**config.mk**
```make
export PLATFORM = sky130hd
export DESIGN_NAME = rpsd_top
export DESIGN_NICKNAME = d
export VERILOG_FILES = /design/src/rpsd_tick_div.v /design/src/rpsd_top.v
export VERILOG_INCLUDE_DIRS = /design/src
export SDC_FILE = /design/constraint.sdc
export NUM_CORES = 1
export LEC_CHECK = 0
export ABC_CLOCK_PERIOD_IN_PS = 2600
export BUFFER_PORTS_ARGS = -buffer_cell sky130_fd_sc_hd__buf_2
export CAP_MARGIN = 20
export CORE_UTILIZATION = 55
export DETAILED_ROUTE_END_ITERATION = 8
export PLACE_DENSITY = 0.88
export SKIP_CTS_REPAIR_TIMING = 1
export SYNTH_ARGS = -nofsm -noshare
export SYNTH_HDL_FRONTEND = slang
export SYNTH_SLANG_ARGS = --single-unit
```
**constraint.sdc**
```tcl
create_clock -name i_mclk -period 2.6 [get_ports i_mclk]
set_input_delay 0.78 -clock i_mclk [delete_from_list [all_inputs] [get_ports i_mclk]]
set_output_delay 0.78 -clock i_mclk [all_outputs]
set_load 0.03 [all_outputs]
```
**src/rpsd_consts.vh**
```
// constants for the reset pin sequencer and source detector
`ifndef RPSD_CONSTS_VH
`define RPSD_CONSTS_VH
// -----------------------------------------------------------------------------
// sequence timing, in self-reset clock ticks
// -----------------------------------------------------------------------------
`define RPSD_DRIVE_TICKS 34
`define RPSD_SAMPLE_TICKS 38
`define RPSD_TICK_W 6
// self-reset tick divider: mclk cycles per self-reset tick
`define RPSD_SELF_DIV 250
`define RPSD_DIV_W 8
// -----------------------------------------------------------------------------
// reset cause status field positions
// -----------------------------------------------------------------------------
`define RPSD_CAUSE_W 8
`define RPSD_BIT_POR 7
`define RPSD_BIT_PIN 6
`define RPSD_BIT_COP 5
`define RPSD_BIT_LVD 1
`define RPSD_CAUSE_RST 8'h80
`endif

```
**src/rpsd_tick_div.v**
```verilog
// one-cycle enable pulse divider for the self-reset clock
`timescale 1ns/100ps
`include "rpsd_consts.vh"
module rpsd_tick_div #(
    parameter DIV = `RPSD_SELF_DIV,
    parameter W = `RPSD_DIV_W
) (
    // clock and reset
    input wire i_mclk,
    input wire i_rst_b,
    // control
    input wire i_run,
    output wire o_tick
);
    // period end, cut to the counter width on purpose
    localparam integer LAST_I = DIV - 1;
    localparam [W-1:0] LAST = LAST_I[W-1:0];
    reg [W-1:0] cnt;

    // restart at zero whenever idle so the first tick is a full period away
    always @(posedge i_mclk or negedge i_rst_b) begin
        if (!i_rst_b) begin
            cnt <= {W{1'b0}};
        end else if (!i_run || cnt == LAST) begin
            cnt <= {W{1'b0}};
        end else begin
            cnt <= cnt + {{(W-1){1'b0}}, 1'b1};
        end
    end

    assign o_tick = i_run && (cnt == LAST);
endmodule

```
**src/rpsd_top.v**
```verilog
// reset pin driver, release sampler and reset cause recorder
// What this block does
// - pin works as reset input/output only while the function enable is one
// - function enable returns to one after every reset of any kind
// - any reset drives the pin low for 34 self-reset ticks, then releases
// - pin is sampled 38 self-reset ticks after release
// - internal cause expects high sample; low sample means external reset
// - decoded cause sets its matching bit in the cause status register
`timescale 1ns/100ps
`include "rpsd_consts.vh"
module rpsd_top #(
    parameter DRIVE_TICKS = `RPSD_DRIVE_TICKS,
    parameter SAMPLE_TICKS = `RPSD_SAMPLE_TICKS,
    parameter SELF_DIV = `RPSD_SELF_DIV
) (
    // clock and reset
    input wire i_mclk,
    input wire i_rst_b,
    // internal reset requests, one-cycle pulses or levels
    input wire i_por_req,
    input wire i_lvd_req,
    input wire i_cop_req,
    // software side: function enable clear and set, and port latch
    input wire i_fn_enable_clr,
    input wire i_fn_enable_set,
    input wire i_port_d_bit_one,
    // shared pin, open drain in reset mode
    input wire i_pin,
    output wire o_pin,
    output wire o_pin_oe_b,
    // status
    output reg o_reset_pin_function_enable,
    output reg [`RPSD_CAUSE_W-1:0] o_reset_cause_status_register,
    output reg o_sys_reset_b,
    output wire o_busy
);
    // -------------------------------------------------------------------------
    // sequencer states
    // -------------------------------------------------------------------------
    localparam [1:0] ST_IDLE = 2'h0;
    localparam [1:0] ST_DRIVE = 2'h1;
    localparam [1:0] ST_WAIT = 2'h2;
    localparam [1:0] ST_DONE = 2'h3;
    // phase ends, cut to the tick counter width on purpose
    localparam integer DRIVE_LAST_I = DRIVE_TICKS - 1;
    localparam integer SAMPLE_LAST_I = SAMPLE_TICKS - 1;
    localparam [`RPSD_TICK_W-1:0] DRIVE_LAST = DRIVE_LAST_I[`RPSD_TICK_W-1:0];
    localparam [`RPSD_TICK_W-1:0] SAMPLE_LAST = SAMPLE_LAST_I[`RPSD_TICK_W-1:0];
    localparam [`RPSD_TICK_W-1:0] TICK_ONE = {{(`RPSD_TICK_W-1){1'b0}}, 1'b1};
    // status word for a reset that an outside source still holds on the pin
    localparam [`RPSD_CAUSE_W-1:0] CAUSE_PIN = {{(`RPSD_CAUSE_W-1){1'b0}}, 1'b1} << `RPSD_BIT_PIN;

    reg [1:0] state;
    reg [1:0] next_state;
    reg [`RPSD_TICK_W-1:0] ticks;
    reg [`RPSD_CAUSE_W-1:0] pend;   // internal causes seen in this sequence
    reg pin_low_d;
    wire tick;
    wire int_req;
    wire ext_req;
    wire seq_start;
    wire sample_now;

    // -------------------------------------------------------------------------
    // self-reset tick source
    // -------------------------------------------------------------------------
    rpsd_tick_div #(
        .DIV(SELF_DIV),
        .W(`RPSD_DIV_W)
    ) u_div (
        .i_mclk(i_mclk),
        .i_rst_b(i_rst_b),
        .i_run(state == ST_DRIVE || state == ST_WAIT),
        .o_tick(tick)
    );

    // -------------------------------------------------------------------------
    // request decode
    // -------------------------------------------------------------------------
    assign int_req = i_por_req | i_lvd_req | i_cop_req;
    // a falling edge on the pin is an external request only in reset mode
    assign ext_req = o_reset_pin_function_enable && !i_pin && !pin_low_d;
    assign o_busy = (state != ST_IDLE);
    // a sequence only starts from idle; later internal requests just add causes
    assign seq_start = (state == ST_IDLE) && (next_state == ST_DRIVE);
    // the pin is judged on the edge that ends the release wait
    assign sample_now = (state == ST_WAIT) && (next_state == ST_DONE);

    // pin drive: low during the drive phase, port latch when function is off
    assign o_pin = o_reset_pin_function_enable ? 1'b0 : i_port_d_bit_one;
    assign o_pin_oe_b = o_reset_pin_function_enable ? (state != ST_DRIVE) : 1'b0;

    // edge memory for the pin; own drive does not count as a new request
    always @(posedge i_mclk or negedge i_rst_b) begin
        if (!i_rst_b) begin
            pin_low_d <= 1'b0;
        end else begin
            pin_low_d <= !i_pin;
        end
    end

    // -------------------------------------------------------------------------
    // sequencer next state
    // -------------------------------------------------------------------------
    always @* begin
        next_state = state;
        case (state)
            ST_IDLE: begin
                if (int_req || ext_req) begin
                    next_state = ST_DRIVE;
                end
            end
            ST_DRIVE: begin
                if (tick && ticks == DRIVE_LAST) begin
                    next_state = ST_WAIT;
                end
            end
            ST_WAIT: begin
                if (tick && ticks == SAMPLE_LAST) begin
                    next_state = ST_DONE;
                end
            end
            ST_DONE: begin
                next_state = ST_IDLE;
            end
            default: begin
                next_state = ST_IDLE;
            end
        endcase
    end

    // -------------------------------------------------------------------------
    // sequencer state and tick counter
    // -------------------------------------------------------------------------
    // after the async reset the block starts as if power-on had just occurred,
    // so the pin is pulsed and the cause is recorded like any other reset
    always @(posedge i_mclk or negedge i_rst_b) begin
        if (!i_rst_b) begin
            state <= ST_DRIVE;
            ticks <= {`RPSD_TICK_W{1'b0}};
        end else begin
            state <= next_state;
            // each phase counts from zero; the divider itself runs on across
            // the drive-to-wait step, so no tick is lost between the phases
            if (state != next_state) begin
                ticks <= {`RPSD_TICK_W{1'b0}};
            end else if (tick) begin
                ticks <= ticks + TICK_ONE;
            end
        end
    end

    // -------------------------------------------------------------------------
    // system reset and pin function enable
    // -------------------------------------------------------------------------
    // a starting sequence outranks a software clear in the same cycle, so the
    // pin is never left in port mode once a reset has begun
    always @(posedge i_mclk or negedge i_rst_b) begin
        if (!i_rst_b) begin
            o_reset_pin_function_enable <= 1'b1;
            o_sys_reset_b <= 1'b0;
        end else if (seq_start) begin
            // new sequence: hold the system in reset, restore pin function
            o_sys_reset_b <= 1'b0;
            o_reset_pin_function_enable <= 1'b1;
        end else if (state == ST_DONE) begin
            o_sys_reset_b <= 1'b1;
        end else if (state == ST_IDLE) begin
            // clear has priority over set when software asks for both
            if (i_fn_enable_clr) begin
                o_reset_pin_function_enable <= 1'b0;
            end else if (i_fn_enable_set) begin
                o_reset_pin_function_enable <= 1'b1;
            end
        end
    end

    // -------------------------------------------------------------------------
    // internal cause collection
    // -------------------------------------------------------------------------
    // requests that land while a sequence runs only add their cause; they
    // never restart the timing, so a chattering source cannot stall release
    always @(posedge i_mclk or negedge i_rst_b) begin
        if (!i_rst_b) begin
            pend <= `RPSD_CAUSE_RST;
        end else begin
            if (seq_start) begin
                pend <= {`RPSD_CAUSE_W{1'b0}};
            end
            // the bit writes below override the clear for a starting cause
            if (seq_start || state != ST_IDLE) begin
                if (i_por_req) begin
                    pend[`RPSD_BIT_POR] <= 1'b1;
                end
                if (i_lvd_req) begin
                    pend[`RPSD_BIT_LVD] <= 1'b1;
                end
                if (i_cop_req) begin
                    pend[`RPSD_BIT_COP] <= 1'b1;
                end
            end
        end
    end

    // -------------------------------------------------------------------------
    // release sample and cause status
    // -------------------------------------------------------------------------
    // an outside source still holding the pin low outranks every internal
    // cause; a heavily loaded pin therefore reads as external every time
    always @(posedge i_mclk or negedge i_rst_b) begin
        if (!i_rst_b) begin
            o_reset_cause_status_register <= `RPSD_CAUSE_RST;
        end else if (sample_now) begin
            if (!i_pin) begin
                o_reset_cause_status_register <= CAUSE_PIN;
            end else begin
                o_reset_cause_status_register <= pend;
            end
        end
    end
endmodule

```
==> run metrics, run 1 <==
CTS buffer count 3; vias in the first global route 1,029; async set-or-reset flop fraction in the synthesized netlist 1.00; Tmin final 2.46 ns; Worst Setup Start Kind flop; die footprint 2800 um2; Internal 0.000568 W; Max Slew Vio Count 0; fillers 190; post-route setup slack 0.142 ns; synthesized flop and latch total 26; CTS clk-pin slew, worst paths 0.14 ns; DR vias 1,073; WS Path Type reg -> out; sequential fraction of the synthesis area 0.459; chip width 52.9 um; post-synth top area share 0.386; count of different cell masters after synthesis 39; sequential share of power 0.569; Comb pwr share 0.040; drt drc 0; most frequent cells in the layout dfrtp_1, buf_2, inv_1; WP data required 1.82 ns; path category of the worst min-delay check in -> async; Fin Setup TNS 0 ns; Root Buffer clkbuf_4; Static Leak 0.744 nW; DRT iter0 DRCs 36; CP max stage cell dfstp_2; clock group share of total power 0.391; Final period util 0.946; remaining antenna violation count after routing 0; switch share 0.204; Clock Tree Buf Depth 2; ant diodes 0; worst-margin pin slew 0.624 ns; switching power 0.000146 W; H-Tree Depth 1; Worst-Skew Late Latency 0.32 ns; final setup vio count 0; IO Pins 22; Fin Clk Skew 0.00150 ns; Std-Cell Core Area 2450 um2; TritonCTS clock tree done; Total GRT Usage 0.217; Initial Utilization 0.582; nets 175; Max Fclk 407 MHz; pre-CTS WS 0.267 ns; critical path arrival 1.68 ns; CP Max Fanout 12; area leader, netlist dfrtp_1; HPWL after DPL 1.94 mm; most frequent cell on the critical path inv_1; largest net degree at the start of global routing 27; largest cells by area after synthesis dfrtp_1, dfstp_2, ha_1; # Max-Cap Violations 0; share of cells above drive strength 1 0.229; router iterations before antenna repair 6; Critical Path End Type primary output; status completed; most common cell after layout, fill and taps aside dfrtp_1; Worst VDD drop 0.389 mV; Post-synth EDFFs 0; final wirelength 2.61 mm; routed length per instance 14.0 um; Ys Warns 0; Mapped Avg Cell Area 10.5 um2; crit-path cells inv_1 -> ha_2 -> inv_1 -> buf_2; RSZ-0062 raised after global routing no; post-synthesis cell count 136; Fin. Hold Viols 0; mapped cell area 1430 um2; first-pass GRT wire length 4.38 mm; slew margin rel. 0.579; fin util 0.651; Placer Congestion 0.844; initial antenna violation count 0; Area Overhead vs Synth 11.9%; ys flop type dfrtp_1; Sinks on Clock Net 26; power density cells 446 nW/um2; Die H 52.9 um; # port buffers 17; GR Overflow Total 0; # rows 18; Vias/cell 5.74; Max stage delay on crit path 0.62 ns
cell families (layout without fill, tap and decap cells):
kind of cell,Yosys count,count (layout),synth area share
buffers and inverters,17,35,0.0552
muxes,4,4,0.0315
AOI/OAI and AO/OA,26,26,0.135
other,1,4,0.00263
DFF,26,26,0.459
xor gates and xnor gates,8,8,0.0491
adders and majority gates,8,8,0.0701
and+or+nand+nor,46,46,0.197
worst paths after layout:
path                               from            to  slack, ns  cells past startpoint
max                            state[0]        o_busy       0.14                      4
min                             i_rst_b      ticks[1]       0.43                      1
max reg2reg                    state[0]      ticks[1]       0.34                      7
min reg2reg                u_div.cnt[0]  u_div.cnt[0]       0.50                      1
max in group asynchronous       i_rst_b       pend[7]       1.79                      1
min in group i_mclk        u_div.cnt[0]  u_div.cnt[0]       0.50                      1
cell type report:
type,count,area [um2],share of cell area
multi-input cells,96,707,0.442
clock buffers,3,22.5,0.0141
well taps,30,37.5,0.0235
flip-flops and latches,26,656,0.410
inverters,12,45.0,0.0282
clock inverters,1,30.0,0.0188
repair buffers,19,100,0.0626
cells in the mapped netlist (2+ instances only):
| library cell | number |
|---|---|
| inv_1 | 12 |
| a21oi_1 | 5 |
| o31ai_1 | 2 |
| ha_1 | 8 |
| nor3b_1 | 2 |
| nand3_1 | 6 |
| nor4_4 | 2 |
| nor3_1 | 6 |
| a21o_1 | 4 |
| xor2_1 | 5 |
| o21ai_0 | 5 |
| dfrtp_1 | 22 |
| nor2b_1 | 3 |
| nor2_1 | 9 |
| xnor2_1 | 3 |
| mux2i_1 | 3 |
| dfstp_2 | 4 |
| buf_4 | 4 |
| or3_1 | 2 |
| nand2_1 | 10 |
registers in the layout (all words and copies together) (netlist names):
name,flops
state,2
o_reset_cause_status_register,4
o_reset_pin_function_enable,1
pin_low_d,1
ticks,6
o_sys_reset_b,1
pend,3
u_div.cnt,8
metrics by stage:
step / std cells / area, um2 / hold WS, ns / total power, W
after CTS: 187 / 1600 / 0.443 / 0.000714
after floorplan: 139 / 1440 / 0.449 / 0.000430
after detailed placement: 183 / 1540 / 0.470 / 0.000442
after global placement: 183 / 1540 / 0.457 / 0.000441
final: 187 / 1600 / 0.433 / 0.000713
after global routing: 187 / 1600 / 0.470 / 0.000734
worst max-delay path, delay by kind of cell (launching register included):
family,cells,cell delay (ns)
flops,1,0.62
buf+inv,3,0.45
fa+ha+maj,1,0.28
power groups by stage:
stage               combinational, W  sequential (W)  clock [W]
finish                     0.0000286        0.000406   0.000279
global route               0.0000324        0.000406   0.000296
CTS                        0.0000289        0.000406   0.000279
detailed placement         0.0000288        0.000413          0
global placement           0.0000279        0.000413          0
floorplan                  0.0000166        0.000413          0
per-layer routing:
layer	vias to the layer above	GRT usage	wire length, um
li1	511	-	-
met1	520	0.264	1080
met2	36	0.384	1340
met3	6	0.0259	141
met4	0	0.0877	47
met5	-	0	0
(Power assumes the default switching activity.)
==> run 2: changes to the inputs <==
Settings changed: CORE_MARGIN set to 2, CORE_UTILIZATION 55 to 40, PLACE_DENSITY 0.88 to 0.7.
==> run metrics, run 2 (synthesis results as in run 1) <==
status completed; Internal 0.000471 W (-17%); Worst-Skew Late Latency 0.31 ns (about the same); Fin Setup TNS 0 ns (unchanged); Total GRT Usage 0.144 (-0.0729); crit-path cells inv_1 -> ha_2 -> inv_1 -> buf_2; CTS clk-pin slew, worst paths 0.14 ns (about the same); Std-Cell Core Area 3390 um2 (+38%); # Max-Cap Violations 0 (unchanged); Max stage delay on crit path 0.61 ns (about the same); Final period util 0.954 (+0.00879); non-filler cells, final 203 (+8.6%); initial antenna violation count 0 (unchanged); multi-input combinational cell area 707 um2 (unchanged); Worst VDD drop 0.322 mV (-17%); Tmin final 2.48 ns (+0.0228 ns); Area Overhead vs Synth 11.5%; GR Overflow Total 0 (unchanged); clock group share of total power 0.279 (-0.112); Area after DPL 1560 um2 (+1.3%); Hold Slack 0.433 ns (-0.000305 ns); slew margin rel. 0.599 (+0.0196); Fin. Hold Viols 0 (unchanged); Placer Congestion 0.752 (-11%); total power 0.000602 W (-16%); DR vias 1,051 (-2.1%); most common cell after layout, fill and taps aside dfrtp_1; biggest registers after layout u_div.cnt x8, ticks x6, o_reset_cause_status_register x4; Worst Setup Start Kind flop; Critical Path End Type primary output; switching power 0.000130 W (-10%); vias in the first global route 1,061 (+3.1%); nets 175 (unchanged); Clock Tree Buf Depth 2 (unchanged); TritonCTS clock tree done; Max Fclk 403 MHz (-0.92%); fillers 319 (+68%); Sinks on Clock Net 26 (unchanged); WP data required 1.82 ns (about the same); chip width 63.7 um (+20%); routed length per instance 12.5 um (-10%); share of cells above drive strength 1 0.223 (-0.00637); max reg flops 8 (unchanged); Initial Utilization 0.421 (-0.160); switch share 0.217 (+0.0125); final setup vio count 0 (unchanged); power density cells 378 nW/um2 (-15%); first-pass GRT wire length 4.63 mm (+5.7%); R2R setup slack 0.38 ns (+0.04 ns); Max Slew Vio Count 0 (unchanged); most frequent cell on the critical path inv_1; # rows 21 (+3); WS Path Type reg -> out; final wirelength 2.55 mm (-2.4%); placed cells 199 (+8.7%); router iterations before antenna repair 4 (-2); drt drc 0 (unchanged); path category of the worst min-delay check in -> async; largest net degree at the start of global routing 27 (unchanged); most flop-heavy register u_div.cnt; sequential share of power 0.674 (+0.105); critical path arrival 1.70 ns (+0.02 ns); die footprint 4060 um2 (+45%); Root Buffer clkbuf_4; Vias/cell 5.18 (-9.8%); Die H 63.7 um (+20%); most frequent cells in the layout dfrtp_1, buf_2, inv_1; # port buffers 17 (unchanged); ant diodes 0 (unchanged); H-Tree Depth 1 (unchanged); CP Max Fanout 12 (unchanged); HPWL after DPL 1.99 mm (+2.6%); IO Pins 22 (unchanged); RSZ-0062 raised after global routing no; remaining antenna violation count after routing 0 (unchanged); Static Leak 0.731 nW (-1.7%); DRT iter0 DRCs 40 (+11%); design area 1590 um2 (-0.39%); worst-margin pin slew 0.595 ns (-0.0292 ns); Fin Clk Skew 0.0171 ns (+0.0156 ns); FF+latch area 656 um2 (unchanged); CP max stage cell dfstp_2; CTS buffer count 3 (unchanged); Comb pwr share 0.047 (+0.007)
==> run 2: changes by cell type in the layout (fill, tap and decap cells not counted), sizes merged <==
cell    change
bufinv      -1
clkbuf      +1
==> run 2: power groups by stage <==
| stage | logic (W) | clock network [W] | registers (W) |
|---|---|---|---|
| 2_1_floorplan | 0.0000166 | 0 | 0.000413 |
| 3_3_place_gp | 0.0000283 | 0 | 0.000413 |
| 3_5_place_dp | 0.0000291 | 0 | 0.000413 |
| 4_1_cts | 0.0000290 | 0.000177 | 0.000406 |
| 5_1_grt | 0.0000318 | 0.000203 | 0.000406 |
| 6_report | 0.0000282 | 0.000168 | 0.000406 |
==> run 2: final cells by class <==
type	count	share of cell area
well taps	46	0.0362
multi-input cells	96	0.444
inverters	12	0.0283
repair buffers	19	0.0629
clock buffers	4	0.0165
flip-flops and latches	26	0.412
==> run 2: per-stage QoR <==
step                setup WS, ns   util
floorplan                  0.470      -
global placement           0.332  0.461
detailed placement         0.281  0.461
CTS                     -0.00560  0.469
global route              0.0252  0.470
finish                     0.119  0.470
==> run 2: worst max-delay path, delay by kind of cell, from the launching register on <==
kind / cells / cell delay (ns)
fa+ha+maj: 1 / 0.30
flops: 1 / 0.61
buf+inv: 3 / 0.50
==> run 2: routing by layer <==
layer	wire, um	GRT usage	vias up
met5	0	0	-
met1	1130	0.175	508
li1	-	-	514
met3	95	0.0352	6
met2	1270	0.246	23
met4	50	0.0543	0
==> run 2: path summary, 6_finish.rpt <==
check,cells past startpoint,end,from
setup / recovery,4,o_busy,state[0]
min in group i_mclk,1,o_sys_reset_b,o_sys_reset_b
hold / removal,1,ticks[5],i_rst_b
hold reg to reg,1,o_sys_reset_b,o_sys_reset_b
setup reg to reg,7,ticks[3],state[0]
max in group asynchronous,1,state[0],i_rst_b
==> run 3: changes to the inputs <==
Settings changed: CTS_BUF_LIST set to sky130_fd_sc_hd__clkbuf_16, GPL_ROUTABILITY_DRIVEN set to 0, REMOVE_ABC_BUFFERS set to 1.
==> run metrics, run 3 (synthesis results as in run 1) <==
status completed; Critical Path End Type primary output; # rows 21 (unchanged); WP data required 1.82 ns (about the same); first-pass GRT wire length 4.62 mm (-0.13%); GR Overflow Total 0 (unchanged); DR vias 1,053 (+0.19%); WS Path Type reg -> out; Root Buffer clkbuf_16; clock group share of total power 0.434 (+0.155); max reg flops 8 (unchanged); Worst Setup Start Kind flop; sequential share of power 0.529 (-0.145); fillers 314 (-1.6%); drt drc 0 (unchanged); Sinks on Clock Net 26 (unchanged); most common cell after layout, fill and taps aside dfrtp_1; Max Fclk 419 MHz (+4.0%); path category of the worst min-delay check reg -> reg; final setup vio count 0 (unchanged); die footprint 4060 um2 (unchanged); TritonCTS clock tree done; # port buffers 17 (unchanged); Worst VDD drop 0.229 mV (-29%); total power 0.000767 W (+27%); ant diodes 0 (unchanged); HPWL after DPL 2.00 mm (+0.45%); CTS clk-pin slew, worst paths 0.06 ns (-0.08 ns); Internal 0.000617 W (+31%); Die H 63.7 um (unchanged); WHS Path Cells 2; remaining antenna violation count after routing 0 (unchanged); Comb pwr share 0.037 (-0.010); critical path arrival 1.61 ns (-0.09 ns); Static Leak 0.759 nW (+3.7%); biggest registers after layout u_div.cnt x8, ticks x6, o_reset_cause_status_register x4; Hold Slack 0.467 ns (+0.0343 ns); vias in the first global route 996 (-6.1%); Worst R2R Path Depth 7 (unchanged); Tmin final 2.39 ns (-0.0951 ns); # Max-Cap Violations 0 (unchanged); Clock Tree Buf Depth 2 (unchanged); H-Tree Depth 1 (unchanged); Max Slew Vio Count 0 (unchanged); largest net degree at the start of global routing 27 (unchanged); switch share 0.195 (-0.0212); RSZ-0062 raised after global routing no; slew margin rel. 0.593 (-0.00607); Fin Setup TNS 0 ns (unchanged); routed length per instance 13.4 um (+6.7%); most frequent cells in the layout dfrtp_1, buf_2, inv_1; power density cells 467 nW/um2 (+23%); Vias/cell 5.19 (+0.19%); Std-Cell Core Area 3390 um2 (unchanged); router iterations before antenna repair 4 (unchanged); worst-margin pin slew 0.606 ns (+0.0107 ns); pre-CTS WS 0.282 ns (+0.000969 ns); Fin Clk Skew 0.00146 ns (-0.0156 ns); nets 175 (unchanged); Total GRT Usage 0.146 (+0.00199); IO Pins 22 (unchanged); placed cells 199 (unchanged); most flop-heavy register u_div.cnt; multi-input combinational cell area 707 um2 (unchanged); final wirelength 2.72 mm (+6.7%); non-filler cells, final 203 (unchanged); FF+latch area 656 um2 (unchanged); Worst-Skew Late Latency 0.25 ns (-0.06 ns); chip width 63.7 um (unchanged); initial antenna violation count 0 (unchanged); Final period util 0.918 (-0.0366); switching power 0.000150 W (+15%); CTS buffer count 3 (unchanged); Initial Utilization 0.421 (unchanged); share of cells above drive strength 1 0.223 (unchanged); Fin. Hold Viols 0 (unchanged); post-route setup slack 0.214 ns (+0.0951 ns); DRT iter0 DRCs 59 (+48%); Area Overhead vs Synth 15.2%; CP Max Fanout 12 (unchanged)
-- run 3: changes by cell type in the layout (fill, tap and decap cells not counted) --
| cell | change |
|---|---|
| clkbuf_16 | +3 |
| inv_1 | +1 |
| clkbuf_1 | -1 |
| clkbuf_4 | -3 |
-- run 3: layout make-up --
| cell class | count | share of cell area |
|---|---|---|
| inverters | 12 | 0.0274 |
| well taps | 46 | 0.0350 |
| flip-flops and latches | 26 | 0.399 |
| multi-input cells | 96 | 0.430 |
| clock buffers | 3 | 0.0457 |
| repair buffers | 19 | 0.0609 |
| clock inverters | 1 | 0.00228 |
-- run 3: per-layer routing --
layer | up-vias | track usage | share of wire
li1 | 511 | - | -
met1 | 505 | 0.179 | 0.42
met2 | 35 | 0.254 | 0.51
met3 | 2 | 0.0264 | 0.059
met4 | 0 | 0.0571 | 0.0070
met5 | - | 0 | 0
-- run 3: power by group through the flow --
stage | clock, W | combinational (W) | sequential (W)
finish | 0.000333 | 0.0000286 | 0.000406
global route | 0.000361 | 0.0000326 | 0.000405
CTS | 0.000343 | 0.0000294 | 0.000406
detailed placement | 0 | 0.0000293 | 0.000413
global placement | 0 | 0.0000283 | 0.000413
floorplan | 0 | 0.0000119 | 0.000413
-- run 3: through the flow --
step           area [um2]  utilization
2_1_floorplan        1410            -
3_3_place_gp         1560        0.461
3_5_place_dp         1560        0.461
4_1_cts              1640        0.484
5_1_grt              1640        0.485
6_report             1640        0.485
-- run 3: final timing paths --
| kind | slack, ns | end | startpoint |
|---|---|---|---|
| max in group asynchronous | 1.71 | o_reset_cause_status_register[7] | i_rst_b |
| setup / recovery | 0.21 | o_busy | state[0] |
| min in group asynchronous | 0.51 | o_sys_reset_b | i_rst_b |
| hold reg to reg | 0.47 | o_reset_cause_status_register[7] | o_reset_cause_status_register[7] |
| hold / removal | 0.47 | o_reset_cause_status_register[7] | o_reset_cause_status_register[7] |
| setup reg to reg | 0.29 | ticks[1] | state[0] |
-- run 3: critical path, cell delays in order, from the launching register on --
cell and delay [ns]:
dfstp_2 0.60, inv_1 0.13, ha_2 0.29, inv_1 0.12
buf_2 0.21
